File: config.mk
export PLATFORM = sky130hd
export DESIGN_NAME = ptw_walker
export DESIGN_NICKNAME = d
export VERILOG_FILES = /design/src/rtl/ptw_pkg.sv /design/src/rtl/ptw_walker.sv
export SDC_FILE = /design/constraint.sdc
export NUM_CORES = 1
export LEC_CHECK = 0
export ABC_AREA = 0
export CAP_MARGIN = 5
export CORE_MARGIN = 10
export CORE_UTILIZATION = 36
export CTS_CLUSTER_SIZE = 40
export DETAILED_ROUTE_END_ITERATION = 16
export DONT_BUFFER_PORTS = 1
export RECOVER_POWER = 50
export SETUP_SLACK_MARGIN = 0.15
export SYNTH_ARGS = -nofsm -noshare
export SYNTH_HDL_FRONTEND = slang
export SYNTH_SLANG_ARGS = --single-unit
File: constraint.sdc
create_clock -name ref_clk_in -period 23.7 [get_ports ref_clk_in]
set_clock_uncertainty 0.2 [all_clocks]
set_input_delay 3.555 -clock ref_clk_in [delete_from_list [all_inputs] [get_ports ref_clk_in]]
set_output_delay 3.555 -clock ref_clk_in [all_outputs]
set_load 0.02 [all_outputs]
File: src/rtl/ptw_pkg.sv
// Constants and types shared by the page-table walker.
// How it works
// - 3-level mode faults unless VA bits 63..39 all copy bit 38.
// - 3-level mode maps 27-bit VPN to 44-bit PPN; offset passes through.
// - A table is one aligned page of 512 eight-byte entries, 9-bit index.
// - Root table page number comes from the translation control register; the code takes it from REG_ROOT_LO and REG_ROOT_HI.
// - Entry bit 63 set raises a page fault.
// - Entry bits 62 or 61 set raise a page fault.
// - Any of entry bits 60..54 set raises a page fault.
// - Entry bits 9..0 are V,R,W,X,U,G,A,D and two spare bits.
// - 3-level leaves at any level; physically misaligned leaf faults.
// - 3-level mode walks three levels with 8-byte entries.
// - 4-level mode faults unless VA bits 63..48 all copy bit 47.
// - 4-level mode maps 36-bit VPN to 44-bit PPN over four levels.
// - Supporting four levels implies supporting three levels.
// - Entry PPN: top 17 bits at 53..37, three 9-bit slices below.
// - 4-level leaves at any level up to 512 GiB; misaligned faults.
// - 4-level mode walks four levels with 8-byte entries.
// - 5-level mode faults unless VA bits 63..57 all copy bit 56.
// - 5-level mode maps 45-bit VPN to 44-bit PPN over five levels.
// - Supporting five levels implies supporting four levels.
// - 5-level leaves may sit at top level too; misaligned faults.
// - 5-level mode walks five levels with 8-byte entries.
// - 56-bit PA is 8-bit top slice, four 9-bit slices, 12-bit offset.
// - Invalid entry, or write without read, raises a page fault.
// - R or X set ends walk; else descend, fault below level zero.
// - Leaf above level zero with nonzero lower PPN slices faults.
// - Clear A, or store with clear D: fault or atomic compare-and-set.
package ptw_pkg;
	localparam int PAGE_OFF_W = 12;
	localparam int SLICE_W = 9;
	localparam int PPN_W = 44;
	localparam int PA_W = 56;
	localparam int ENTRY_SHIFT = 3;
	localparam int PTE_V = 0;
	localparam int PTE_R = 1;
	localparam int PTE_W = 2;
	localparam int PTE_X = 3;
	localparam int PTE_A = 6;
	localparam int PTE_D = 7;
	localparam int PTE_PPN_LO = 10;
	localparam int PTE_PPN_HI = 53;
	localparam int PTE_RSV_LO = 54;
	localparam int PTE_RSV_HI = 60;
	localparam int PTE_MT_LO = 61;
	localparam int PTE_MT_HI = 62;
	localparam int PTE_CONTIG = 63;
	localparam logic [1:0] SCH_3LVL = 2'h0;
	localparam logic [1:0] SCH_4LVL = 2'h1;
	localparam logic [1:0] SCH_5LVL = 2'h2;
	localparam logic [1:0] KIND_FETCH = 2'h0;
	localparam logic [1:0] KIND_LOAD = 2'h1;
	localparam logic [1:0] KIND_STORE = 2'h2;
	localparam logic [3:0] REG_CTRL = 4'h0;
	localparam logic [3:0] REG_ROOT_LO = 4'h4;
	localparam logic [3:0] REG_ROOT_HI = 4'h8;
	localparam logic [3:0] REG_STAT = 4'hc;
	localparam int CTRL_AD_EN = 2;
	localparam logic [2:0] CTRL_RST = 3'h0;
	typedef enum logic [5:0] {
		ST_IDLE = 6'h01,
		ST_FETCH = 6'h02,
		ST_WAIT = 6'h04,
		ST_UPDATE = 6'h08,
		ST_UWAIT = 6'h10,
		ST_DONE = 6'h20
	} ptw_state_t;
endpackage

File: src/rtl/ptw_walker.sv
// Page-table walker for three, four and five level paged memory.
`timescale 1ns/10ps
module ptw_walker
	import ptw_pkg::*;
#(
	parameter int MAX_LEVELS = 5
)
(
	input wire logic ref_clk_in,
	input wire logic rst_in,
	input wire logic [3:0] reg_addr_in,
	input wire logic [31:0] reg_wdata_in,
	input wire logic reg_wr_in,
	input wire logic reg_rd_in,
	output logic [31:0] reg_rdata_out,
	input wire logic req_valid_in,
	output logic req_ready_out,
	input wire logic [63:0] req_va_in,
	input wire logic [1:0] req_kind_in,
	output logic rsp_valid_out,
	output logic [PA_W-1:0] rsp_pa_out,
	output logic rsp_fault_out,
	output logic rsp_err_out,
	output logic [1:0] rsp_kind_out,
	output logic mem_req_valid_out,
	input wire logic mem_req_ready_in,
	output logic [PA_W-1:0] mem_req_addr_out,
	output logic mem_req_cas_out,
	output logic [63:0] mem_req_cmp_out,
	output logic [63:0] mem_req_wdata_out,
	input wire logic mem_rsp_valid_in,
	input wire logic [63:0] mem_rsp_data_in,
	input wire logic mem_rsp_err_in,
	input wire logic mem_rsp_match_in
);

// ==========================================================
// Helpers

function automatic logic [2:0] levels_of(input logic [1:0] s);
	case (s)
		SCH_4LVL: return 3'h4;
		SCH_5LVL: return 3'h5;
		default: return 3'h3;
	endcase
endfunction

// The top bits must all copy the highest implemented VA bit.
function automatic logic canon_ok(input logic [63:0] va,
	input logic [2:0] n);
	logic [63:0] hi;
	int sh;
	sh = PAGE_OFF_W + SLICE_W * int'(n) - 1;
	hi = va >> sh;
	return (hi == 64'h0) || (hi == ({64{1'b1}} >> sh));
endfunction

function automatic logic [8:0] vpn_slice(input logic [63:0] va,
	input logic [2:0] lvl);
	logic [63:0] t;
	t = va >> (PAGE_OFF_W + SLICE_W * int'(lvl));
	return t[8:0];
endfunction

// Ones in the PPN slices below the given level.
function automatic logic [PPN_W-1:0] low_mask(input logic [2:0] lvl);
	logic [PPN_W-1:0] m;
	m = {PPN_W{1'b1}} << (SLICE_W * int'(lvl));
	return ~m;
endfunction

// ==========================================================
// Registers

ptw_state_t state;
ptw_state_t next_state;
logic [1:0] scheme;
logic ad_en;
logic [PPN_W-1:0] root_ppn;
logic [63:0] va;
logic [1:0] kind;
logic [2:0] lvl;
logic [2:0] next_lvl;
logic [PPN_W-1:0] tbl;
logic [PPN_W-1:0] next_tbl;
logic [63:0] pte_q;
logic [PA_W-1:0] mem_addr;
logic [63:0] mem_wdata;
logic [PA_W-1:0] rsp_pa;
logic rsp_fault;
logic rsp_err;
logic next_fault;
logic next_err;
logic [31:0] reg_rdata;

// ==========================================================
// Decode

wire st_idle = (state == ST_IDLE);
wire st_wait = (state == ST_WAIT);
wire st_uwait = (state == ST_UWAIT);
wire [2:0] req_levels = levels_of(scheme);
wire too_deep = (int'(req_levels) > MAX_LEVELS);
wire [2:0] lvl_top = req_levels - 3'h1;
wire va_canon = canon_ok(req_va_in, req_levels);
wire [63:0] va_sel = st_idle ? req_va_in : va;
wire [63:0] cur_pte = st_wait ? mem_rsp_data_in : pte_q;
wire [PPN_W-1:0] pte_ppn = cur_pte[PTE_PPN_HI:PTE_PPN_LO];
wire [PPN_W-1:0] lmask = low_mask(lvl);
wire is_store = (kind == KIND_STORE);
wire rsv_bad = cur_pte[PTE_CONTIG] | (|cur_pte[PTE_MT_HI:PTE_MT_LO]) |
	(|cur_pte[PTE_RSV_HI:PTE_RSV_LO]);
wire inval = !cur_pte[PTE_V] | (!cur_pte[PTE_R] & cur_pte[PTE_W]);
wire pte_bad = inval | rsv_bad;
wire is_leaf = cur_pte[PTE_R] | cur_pte[PTE_X];
wire misal = |(pte_ppn & lmask);
wire perm_bad = (kind == KIND_FETCH) ? !cur_pte[PTE_X] :
	(is_store ? !cur_pte[PTE_W] : !cur_pte[PTE_R]);
wire need_ad = !cur_pte[PTE_A] | (is_store & !cur_pte[PTE_D]);
wire [PPN_W-1:0] pa_ppn = (pte_ppn & ~lmask) |
	(va[PAGE_OFF_W+PPN_W-1:PAGE_OFF_W] & lmask);
wire [PA_W-1:0] pa_val = {pa_ppn, va[PAGE_OFF_W-1:0]};
wire [63:0] ad_set = {56'h0, is_store, 7'h40};
wire [PA_W-1:0] entry_addr = {next_tbl, vpn_slice(va_sel, next_lvl),
	3'h0};
wire [31:0] stat_word = {25'h0, state == ST_DONE, lvl, rsp_err,
	rsp_fault, !st_idle};

assign req_ready_out = st_idle;
assign mem_req_valid_out = (state == ST_FETCH) || (state == ST_UPDATE);
assign mem_req_cas_out = (state == ST_UPDATE);
assign mem_req_addr_out = mem_addr;
assign mem_req_wdata_out = mem_wdata;
assign mem_req_cmp_out = pte_q;
assign rsp_valid_out = (state == ST_DONE);
assign rsp_pa_out = rsp_pa;
assign rsp_fault_out = rsp_fault;
assign rsp_err_out = rsp_err;
assign rsp_kind_out = kind;
assign reg_rdata_out = reg_rdata;

// ==========================================================
// Walk sequencing

always_comb
begin
	next_state = state;
	next_lvl = lvl;
	next_tbl = tbl;
	next_fault = 1'b0;
	next_err = 1'b0;
	case (state)
		ST_IDLE:
			if (req_valid_in)
			begin
				next_lvl = lvl_top;
				next_tbl = root_ppn;
				if (!va_canon || too_deep)
				begin
					next_fault = 1'b1;
					next_state = ST_DONE;
				end
				else
					next_state = ST_FETCH;
			end
		ST_FETCH:
			if (mem_req_ready_in)
				next_state = ST_WAIT;
		ST_WAIT:
			if (mem_rsp_valid_in)
			begin
				next_state = ST_DONE;
				if (mem_rsp_err_in)
					next_err = 1'b1;
				else if (pte_bad)
					next_fault = 1'b1;
				else if (!is_leaf)
				begin
					if (lvl == 3'h0)
						next_fault = 1'b1;
					else
					begin
						next_lvl = lvl - 3'h1;
						next_tbl = pte_ppn;
						next_state = ST_FETCH;
					end
				end
				else if (misal || perm_bad)
					next_fault = 1'b1;
				else if (need_ad)
				begin
					if (ad_en)
						next_state = ST_UPDATE;
					else
						next_fault = 1'b1;
				end
			end
		ST_UPDATE:
			if (mem_req_ready_in)
				next_state = ST_UWAIT;
		ST_UWAIT:
			if (mem_rsp_valid_in)
			begin
				if (mem_rsp_err_in)
				begin
					next_err = 1'b1;
					next_state = ST_DONE;
				end
				else if (mem_rsp_match_in)
					next_state = ST_DONE;
				else
					next_state = ST_FETCH;
			end
		ST_DONE:
			next_state = ST_IDLE;
		default:
			next_state = ST_IDLE;
	endcase
end

wire enter_fetch = (next_state == ST_FETCH) && (state != ST_FETCH);
wire enter_done = (next_state == ST_DONE) && (state != ST_DONE);

always_ff @(posedge ref_clk_in or posedge rst_in)
begin
	if (rst_in)
	begin
		state <= ST_IDLE;
		lvl <= 3'h0;
		tbl <= '0;
		va <= 64'h0;
		kind <= KIND_FETCH;
	end
	else
	begin
		state <= next_state;
		lvl <= next_lvl;
		tbl <= next_tbl;
		if (st_idle && req_valid_in)
		begin
			va <= req_va_in;
			kind <= req_kind_in;
		end
	end
end

// The entry address is latched so it holds steady while memory stalls.
always_ff @(posedge ref_clk_in or posedge rst_in)
begin
	if (rst_in)
		mem_addr <= '0;
	else if (enter_fetch)
		mem_addr <= entry_addr;
end

always_ff @(posedge ref_clk_in or posedge rst_in)
begin
	if (rst_in)
	begin
		pte_q <= 64'h0;
		mem_wdata <= 64'h0;
	end
	else if (st_wait && mem_rsp_valid_in)
	begin
		pte_q <= mem_rsp_data_in;
		mem_wdata <= mem_rsp_data_in | ad_set;
	end
end

always_ff @(posedge ref_clk_in or posedge rst_in)
begin
	if (rst_in)
	begin
		rsp_pa <= '0;
		rsp_fault <= 1'b0;
		rsp_err <= 1'b0;
	end
	else if (enter_done)
	begin
		rsp_pa <= pa_val;
		rsp_fault <= next_fault;
		rsp_err <= next_err;
	end
end

// ==========================================================
// Software registers

// Scheme codes 0..2 all stay legal: deeper support keeps shallower ones.
always_ff @(posedge ref_clk_in or posedge rst_in)
begin
	if (rst_in)
	begin
		scheme <= CTRL_RST[1:0];
		ad_en <= CTRL_RST[CTRL_AD_EN];
		root_ppn <= '0;
	end
	else if (reg_wr_in)
	begin
		if (reg_addr_in == REG_CTRL)
		begin
			scheme <= reg_wdata_in[1:0];
			ad_en <= reg_wdata_in[CTRL_AD_EN];
		end
		if (reg_addr_in == REG_ROOT_LO)
			root_ppn[31:0] <= reg_wdata_in;
		if (reg_addr_in == REG_ROOT_HI)
			root_ppn[PPN_W-1:32] <= reg_wdata_in[PPN_W-33:0];
	end
end

always_ff @(posedge ref_clk_in or posedge rst_in)
begin
	if (rst_in)
		reg_rdata <= 32'h0;
	else if (reg_rd_in)
		case (reg_addr_in)
			REG_CTRL: reg_rdata <= {29'h0, ad_en, scheme};
			REG_ROOT_LO: reg_rdata <= root_ppn[31:0];
			REG_ROOT_HI: reg_rdata <= {20'h0, root_ppn[PPN_W-1:32]};
			REG_STAT: reg_rdata <= stat_word;
			default: reg_rdata <= 32'h0;
		endcase
end

wire wait_ok = st_wait && mem_rsp_valid_in && !mem_rsp_err_in;
endmodule

# Yosys cells after proc, flatten, opt, wreduce, memory -nomap -nowiden
# Index checks and enable logic that the tools add are counted.
[totals] register_bits=437 out_inout_bits=280
[op_classes] addsub=5 mul=3 order_cmp=1 n_eq_ne=17 shift=4 muxes=50 bitwise=15 n_reduce_logical=27
[op_table] op="two-way mux 44 bit" n=6
[op_table] op="AND 44 bit" n=3
[op_table] op="two-way mux 64 bit" n=2
[op_table] op="case mux 32 bit (4 select lines)" n=1
[op_table] op="two-way mux 6 bit" n=15
[op_table] op="NOT 44 bit" n=2
[op_table] op="case mux 44 bit (2 select lines)" n=1
[op_table] op="== test 64 bit" n=1
[op_table] op="logical NOT 64 bit" n=1
[op_table] op="OR 64 x 8 -> 64 bit" n=1
[op_table] op="right shift 64 x 32 -> 64 bit" n=1
[op_table] op="right shift 64 x 32 -> 64 bit (first input constant)" n=1
[op_table] op="right shift 64 x 8 -> 9 bit" n=1
[op_table] op="OR 44 bit" n=1
[op_table] op="OR reduction 44 bit" n=1
[op_table] op="<< shifter 44 x 7 -> 44 bit (first input constant)" n=1
[op_table] op="case mux 6 bit (5 select lines)" n=1
[op_table] op="multiplier 4 x 3 -> 7 bit (first input constant)" n=3
[op_table] op="two-way mux 3 bit" n=6
[op_table] op="adder 4 x 7 -> 8 bit (first input constant)" n=2
[op_table] op="two-way mux 1 bit" n=15
[op_table] op="== test 6 x 2 -> 1 bit (second input constant)" n=2
[op_table] op="== test 6 bit (second input constant)" n=2
[op_table] op="case mux 3 bit (2 select lines)" n=2
[op_table] op="other kinds (25)" n=50

# Depth between registers and ports, before layout
[depth] ltp_word=15 mapped_depth=20 mapped_depth_nobuf=15

# Least setup slack after synthesis
# OpenSTA, ideal clock, no wires.
[synth_path] kind="input-to-reg" from="in req_va_in[62]" to="reg rsp_pa[0], in the netlist rsp_pa_out[0]" t_arrival_ns=6.434 required_time_ns=23.372 slack_ns=16.938 stages=12 n_path_buf=2 cell_sequence="buf_2 > mux2i_1 > o32ai_1 > nand4_1 > a2111oi_2 > a2bb2oi_1 > or4b_1 > nor4_2 > nand3_1 > a21oi_4 > buf_4 > mux2_1"
[synth_via] elab_chain_len=10 elab_cells_between_ends=11 cone_classes="eq/ne: 2; shift: 1; mux: 3; reduce/logical: 5"
[synth_lines] element="start: declaration" line="ptw_walker.sv:18" rtl="input wire logic [63:0] req_va_in,"
[synth_lines] element="right shift 64 x 32 -> 64 bit (*)" line="ptw_walker.sv:54" rtl="hi = va >> sh;"
[synth_lines] element="== test 64 bit / logical NOT 64 bit (equally long branches)" line="ptw_walker.sv:55" rtl="return (hi == 64'h0) || (hi == ({64{1'b1}} >> sh));"
[synth_lines] element="logical OR 1 bit (*)" line="ptw_walker.sv:55"
[synth_lines] element="logical NOT 1 bit (*)" line="ptw_walker.sv:158" rtl="if (!va_canon || too_deep)"
[synth_lines] element="logical OR 1 bit (*)" line="ptw_walker.sv:158"
[synth_lines] element="two-way mux 6 bit (*)" line="ptw_walker.sv:158"
[synth_lines] element="two-way mux 6 bit (*)" line="ptw_walker.sv:154" rtl="if (req_valid_in)"
[synth_lines] element="case mux 6 bit (5 select lines) (*)" line="ptw_walker.sv:152" rtl="case (state)"
[synth_lines] element="== test 6 bit (*)" line="ptw_walker.sv:222" rtl="wire enter_done = (next_state == ST_DONE) && (state != ST_DONE);"
[synth_lines] element="logical AND 1 bit (*)" line="ptw_walker.sv:222"
[synth_lines] element="end signal: assignment" line="ptw_walker.sv:280" rtl="rsp_pa <= pa_val;"
[synth_lines] element="end: declaration" line="ptw_walker.sv:89" rtl="logic [PA_W-1:0] rsp_pa;"
# Every way passes the cells marked *; elsewhere a longest branch is shown, timed or not.
# A chain may end at the register's enable or synchronous reset.

# Final worst setup path
[layout_path] from="in mem_rsp_valid_in" to="reg mem_addr[8], in the netlist mem_req_addr_out[8]"
[layout_via] elab_chain_len=5 elab_cells_between_ends=10 cone_classes="add/sub: 1; mul: 1; eq/ne: 1; shift: 1; mux: 5; reduce/logical: 1"
[layout_lines] element="start: declaration" line="ptw_walker.sv:31" rtl="input wire logic mem_rsp_valid_in,"
[layout_lines] element="two-way mux 3 bit" line="ptw_walker.sv:170" rtl="if (mem_rsp_valid_in)"
[layout_lines] element="case mux 3 bit (2 select lines)" line="ptw_walker.sv:152"
[layout_lines] element="named net next_lvl[2]" line="ptw_walker.sv:83" rtl="logic [2:0] next_lvl;"
[layout_lines] element="multiplier 4 x 3 -> 7 bit" line="ptw_walker.sv:61" rtl="t = va >> (PAGE_OFF_W + SLICE_W * int'(lvl));"
[layout_lines] element="adder 4 x 7 -> 8 bit" line="ptw_walker.sv:61"
[layout_lines] element="right shift 64 x 8 -> 9 bit" line="ptw_walker.sv:61"
[layout_lines] element="end signal: assignment" line="ptw_walker.sv:253" rtl="mem_addr <= entry_addr;"
[layout_lines] element="end: declaration" line="ptw_walker.sv:87" rtl="logic [PA_W-1:0] mem_addr;"
# The timed path passes the listed nets, and every way through them passes these cells.

==> impl_metrics.toml <==
[cts]
postCtsHoldBufs = 0
cts_tree = "done"
numCtsBuffers = 41
htreeDepth = 2
postCtsSetupBuffers = 0
cts.clk_slew.worst_paths_ns = 0.06
clock_sinks = 375
clockRootBuffer = "clkbuf_16"
clk_latency_ns = 0.57
cts_resized = 0
clock_path_buffers = 3

[synthesis]
async_reset_ff_share_pct = 100
synth_edf_count = 0
yosysWarnings = 0
syn_inst = 2350
netlist_area_um2 = 22000
syn_area_per_cell_um2 = 9.36
yosysSeqAreaShare_pct = 42.7
synth_cell_types = 95
synth-seq-cells = 375
synthFlopType = "dfrtp_1"

[timing]
report.final.setup_viol = 0
rsz0062_at_grt = "false"
tightest_slew_ns = 6.24
period_share_pct = 40.0
min_period_ns = 9.47
fmax_mhz = 106
drv_slew = 315
maxSlewHeadroom_pct = -316
tns_ns = 0
hold_viol_final = 0

[routing]
wl_met1_um = 39600
wl_met2_um = 49400
first_pass_iters = 6
dr_wl_met3_um = 11200
drt_iter0_drc = 2156
route.detailed.drc = 0
via_count = 19282
routedWlPerCell_um = 35.1
wl_um = 105000
ant_nets = 0
maxUsedRoutingLayer = "met5"
viasPerCell = 6.43

[finish]
drive_above_1_share_pct = 13.4
syn_to_final_growth_pct = 5.68
fin_nets = 2372
final_common_cell = "nand2_1"
most-common-layout-cells = "394 x nand2_1, 374 x dfrtp_1, 220 x nor2_1, 141 x mux2_2, 119 x mux2i_1"
fin_util_pct = 38.5

[grt]
grt_pass1_wl_um = 147000
grt-ovfl-total = 0
antenna_found_initial = 4
grt_max_degree = 166
grtUsageTotal_pct = 28.4
grt_pass1_vias = 18838

[worst_setup_path]
crit_arrival_ns = 9.73
worstSetupEndpointType = "flop"
crit_path_max_fanout = 71
crit_type = "in2reg"
cp.required_ns = 23.96
start_kind = "input port"

[run_status]
status = "finished with violations"
violations = "capacitance limit, slew limit"

[placement]
io_buffers = 0
dp_hpwl_um = 78800
gp_congestion = 1.03

[power_and_ir_drop]
power_density_nw_per_um2 = 129
vdd_drop_max_mv = 0.0529
p_leak_nw = 9.99

[floorplan]
core_um2 = 60400
die_x_um = 267
io_pins = 455
die-area_um2 = 71400
initial_core_util_pct = 36.4
die_y_um = 267
row_count = 90

[run]
drv_cap = 4

[hold_path]
hp-class = "reg2reg"
[routing by layer]
| metal | vias to the layer above | track usage [%] |
|---|---|---|
| met2 | 1145 | 46.4 |
| met3 | 213 | 8.82 |
| met1 | 9857 | 33.8 |
| met4 | 4 | 13.1 |
| met5 | - | 0 |
| li1 | 8063 | - |
[registers in the layout, summed over array words and instances, names as in the netlist]
| name | flops |
|---|---|
| rsp_fault_out | 1 |
| lvl | 3 |
| mem_req_cmp_out | 64 |
| mem_req_addr_out | 53 |
| reg_rdata_out | 32 |
| scheme | 2 |
| rsp_err_out | 1 |
| rsp_kind_out | 2 |
| mem_req_wdata_out | 2 |
| tbl | 44 |
| state | 6 |
| va | 64 |
| ad_en | 1 |
| root_ppn | 44 |
| rsp_pa_out | 56 |
[stage by stage]
step	worst slack, ns	cell area [µm²]	hold WS [ns]	power, mW	instances
after floorplan	9.53	22000	0.238	1.91	2352
after global placement	15.62	22000	0.258	2.35	2925
after detailed placement	15.57	22000	0.262	2.35	2925
after CTS	16.14	23300	0.276	2.99	2996
after global routing	14.02	23200	0.293	3.13	2998
final	14.23	23200	0.275	3.00	2999
[cells by family (layout without fill, tap and decap cells)]
kind of cell               count (synthesis)  after routing  synth area share, %
AOI/OAI and AO/OA                        517            517                 16.8
xor gates and xnor gates                   3              3                0.120
buffers and inverters                    302            164                 7.07
muxes                                    310            310                 16.0
and+or+nand+nor                          831            831                 16.7
DFF                                      375            375                 42.7
adders and majority gates                 11             11                0.626
other                                      1              6               0.0171
[critical path, stage by stage]
cell and delay [ns]:
nand3_1 0.05, clkbuf_1 3.01, nor4_1 0.54, nor3b_1 0.40, a211oi_2 0.58, inv_1 0.20, or2_0 0.44, a211oi_1 0.61
nor4_1 0.12, a22oi_1 0.17
[cell usage after synthesis (all sizes together), types with 7 or more instances]
cell	n	area [µm²]
nand2b	15	93.8
o32ai	8	70.1
and2	10	62.6
mux2i	121	1220
buf	140	946
or2	9	56.3
a211oi	18	140
o2111ai	7	61.3
clkbuf	100	377
o21ai	88	444
a31oi	28	175
mux2	173	1950
a221o	44	440
nor2b	15	93.8
and3	10	62.6
dfrtp	374	9360
o21a	15	113
nand2	397	1500
o22ai	55	344
ha	11	138
a221oi	8	70.1
mux4	16	360
nor4	27	190
nor2	222	833
a22oi	70	566
o211ai	17	128
a211o	8	70.1
inv	62	233
o221ai	7	61.3
or4	10	75.1
a21oi	79	410
nand3	51	255
nor3	35	190
[final cells by class]
cell class                 count  area [µm²]
antenna                        3        7.51
clock buffer                  59        1160
clock inverter                12         125
fill                        6044       37100
inverter                      62         234
multi-input combinational   1675       11100
sequential                   375        9390
tap                          782         978
timing repair buffer          31         238
[worst paths after layout]
check	start	endpoint	slack [ns]	cells after the start
max	mem_rsp_valid_in	mem_req_addr_out[8]$_DFFE_PP0P_	14.23	10
min in group asynchronous	rst_in	mem_req_cmp_out[18]$_DFFE_PP0P_	4.56	1
max reg2reg	state[4]$_DFF_PP0_	mem_req_addr_out[8]$_DFFE_PP0P_	16.41	14
min	va[2]$_DFFE_PP0P_	va[2]$_DFFE_PP0P_	0.27	2
min reg2reg	va[2]$_DFFE_PP0P_	va[2]$_DFFE_PP0P_	0.27	2
max in group asynchronous	rst_in	root_ppn[17]$_DFFE_PP0P_	15.22	3
[power by group]
group	total [mW]	switching (mW)	leakage [nW]	internal, mW
Clock	0.636	0.273	0.638	0.364
Combinational	1.21	0.788	4.56	0.419
Sequential	1.16	0.312	4.79	0.847
Total	3.00	1.37	9.99	1.63
Note: power is estimated with default switching activity, not from simulation.
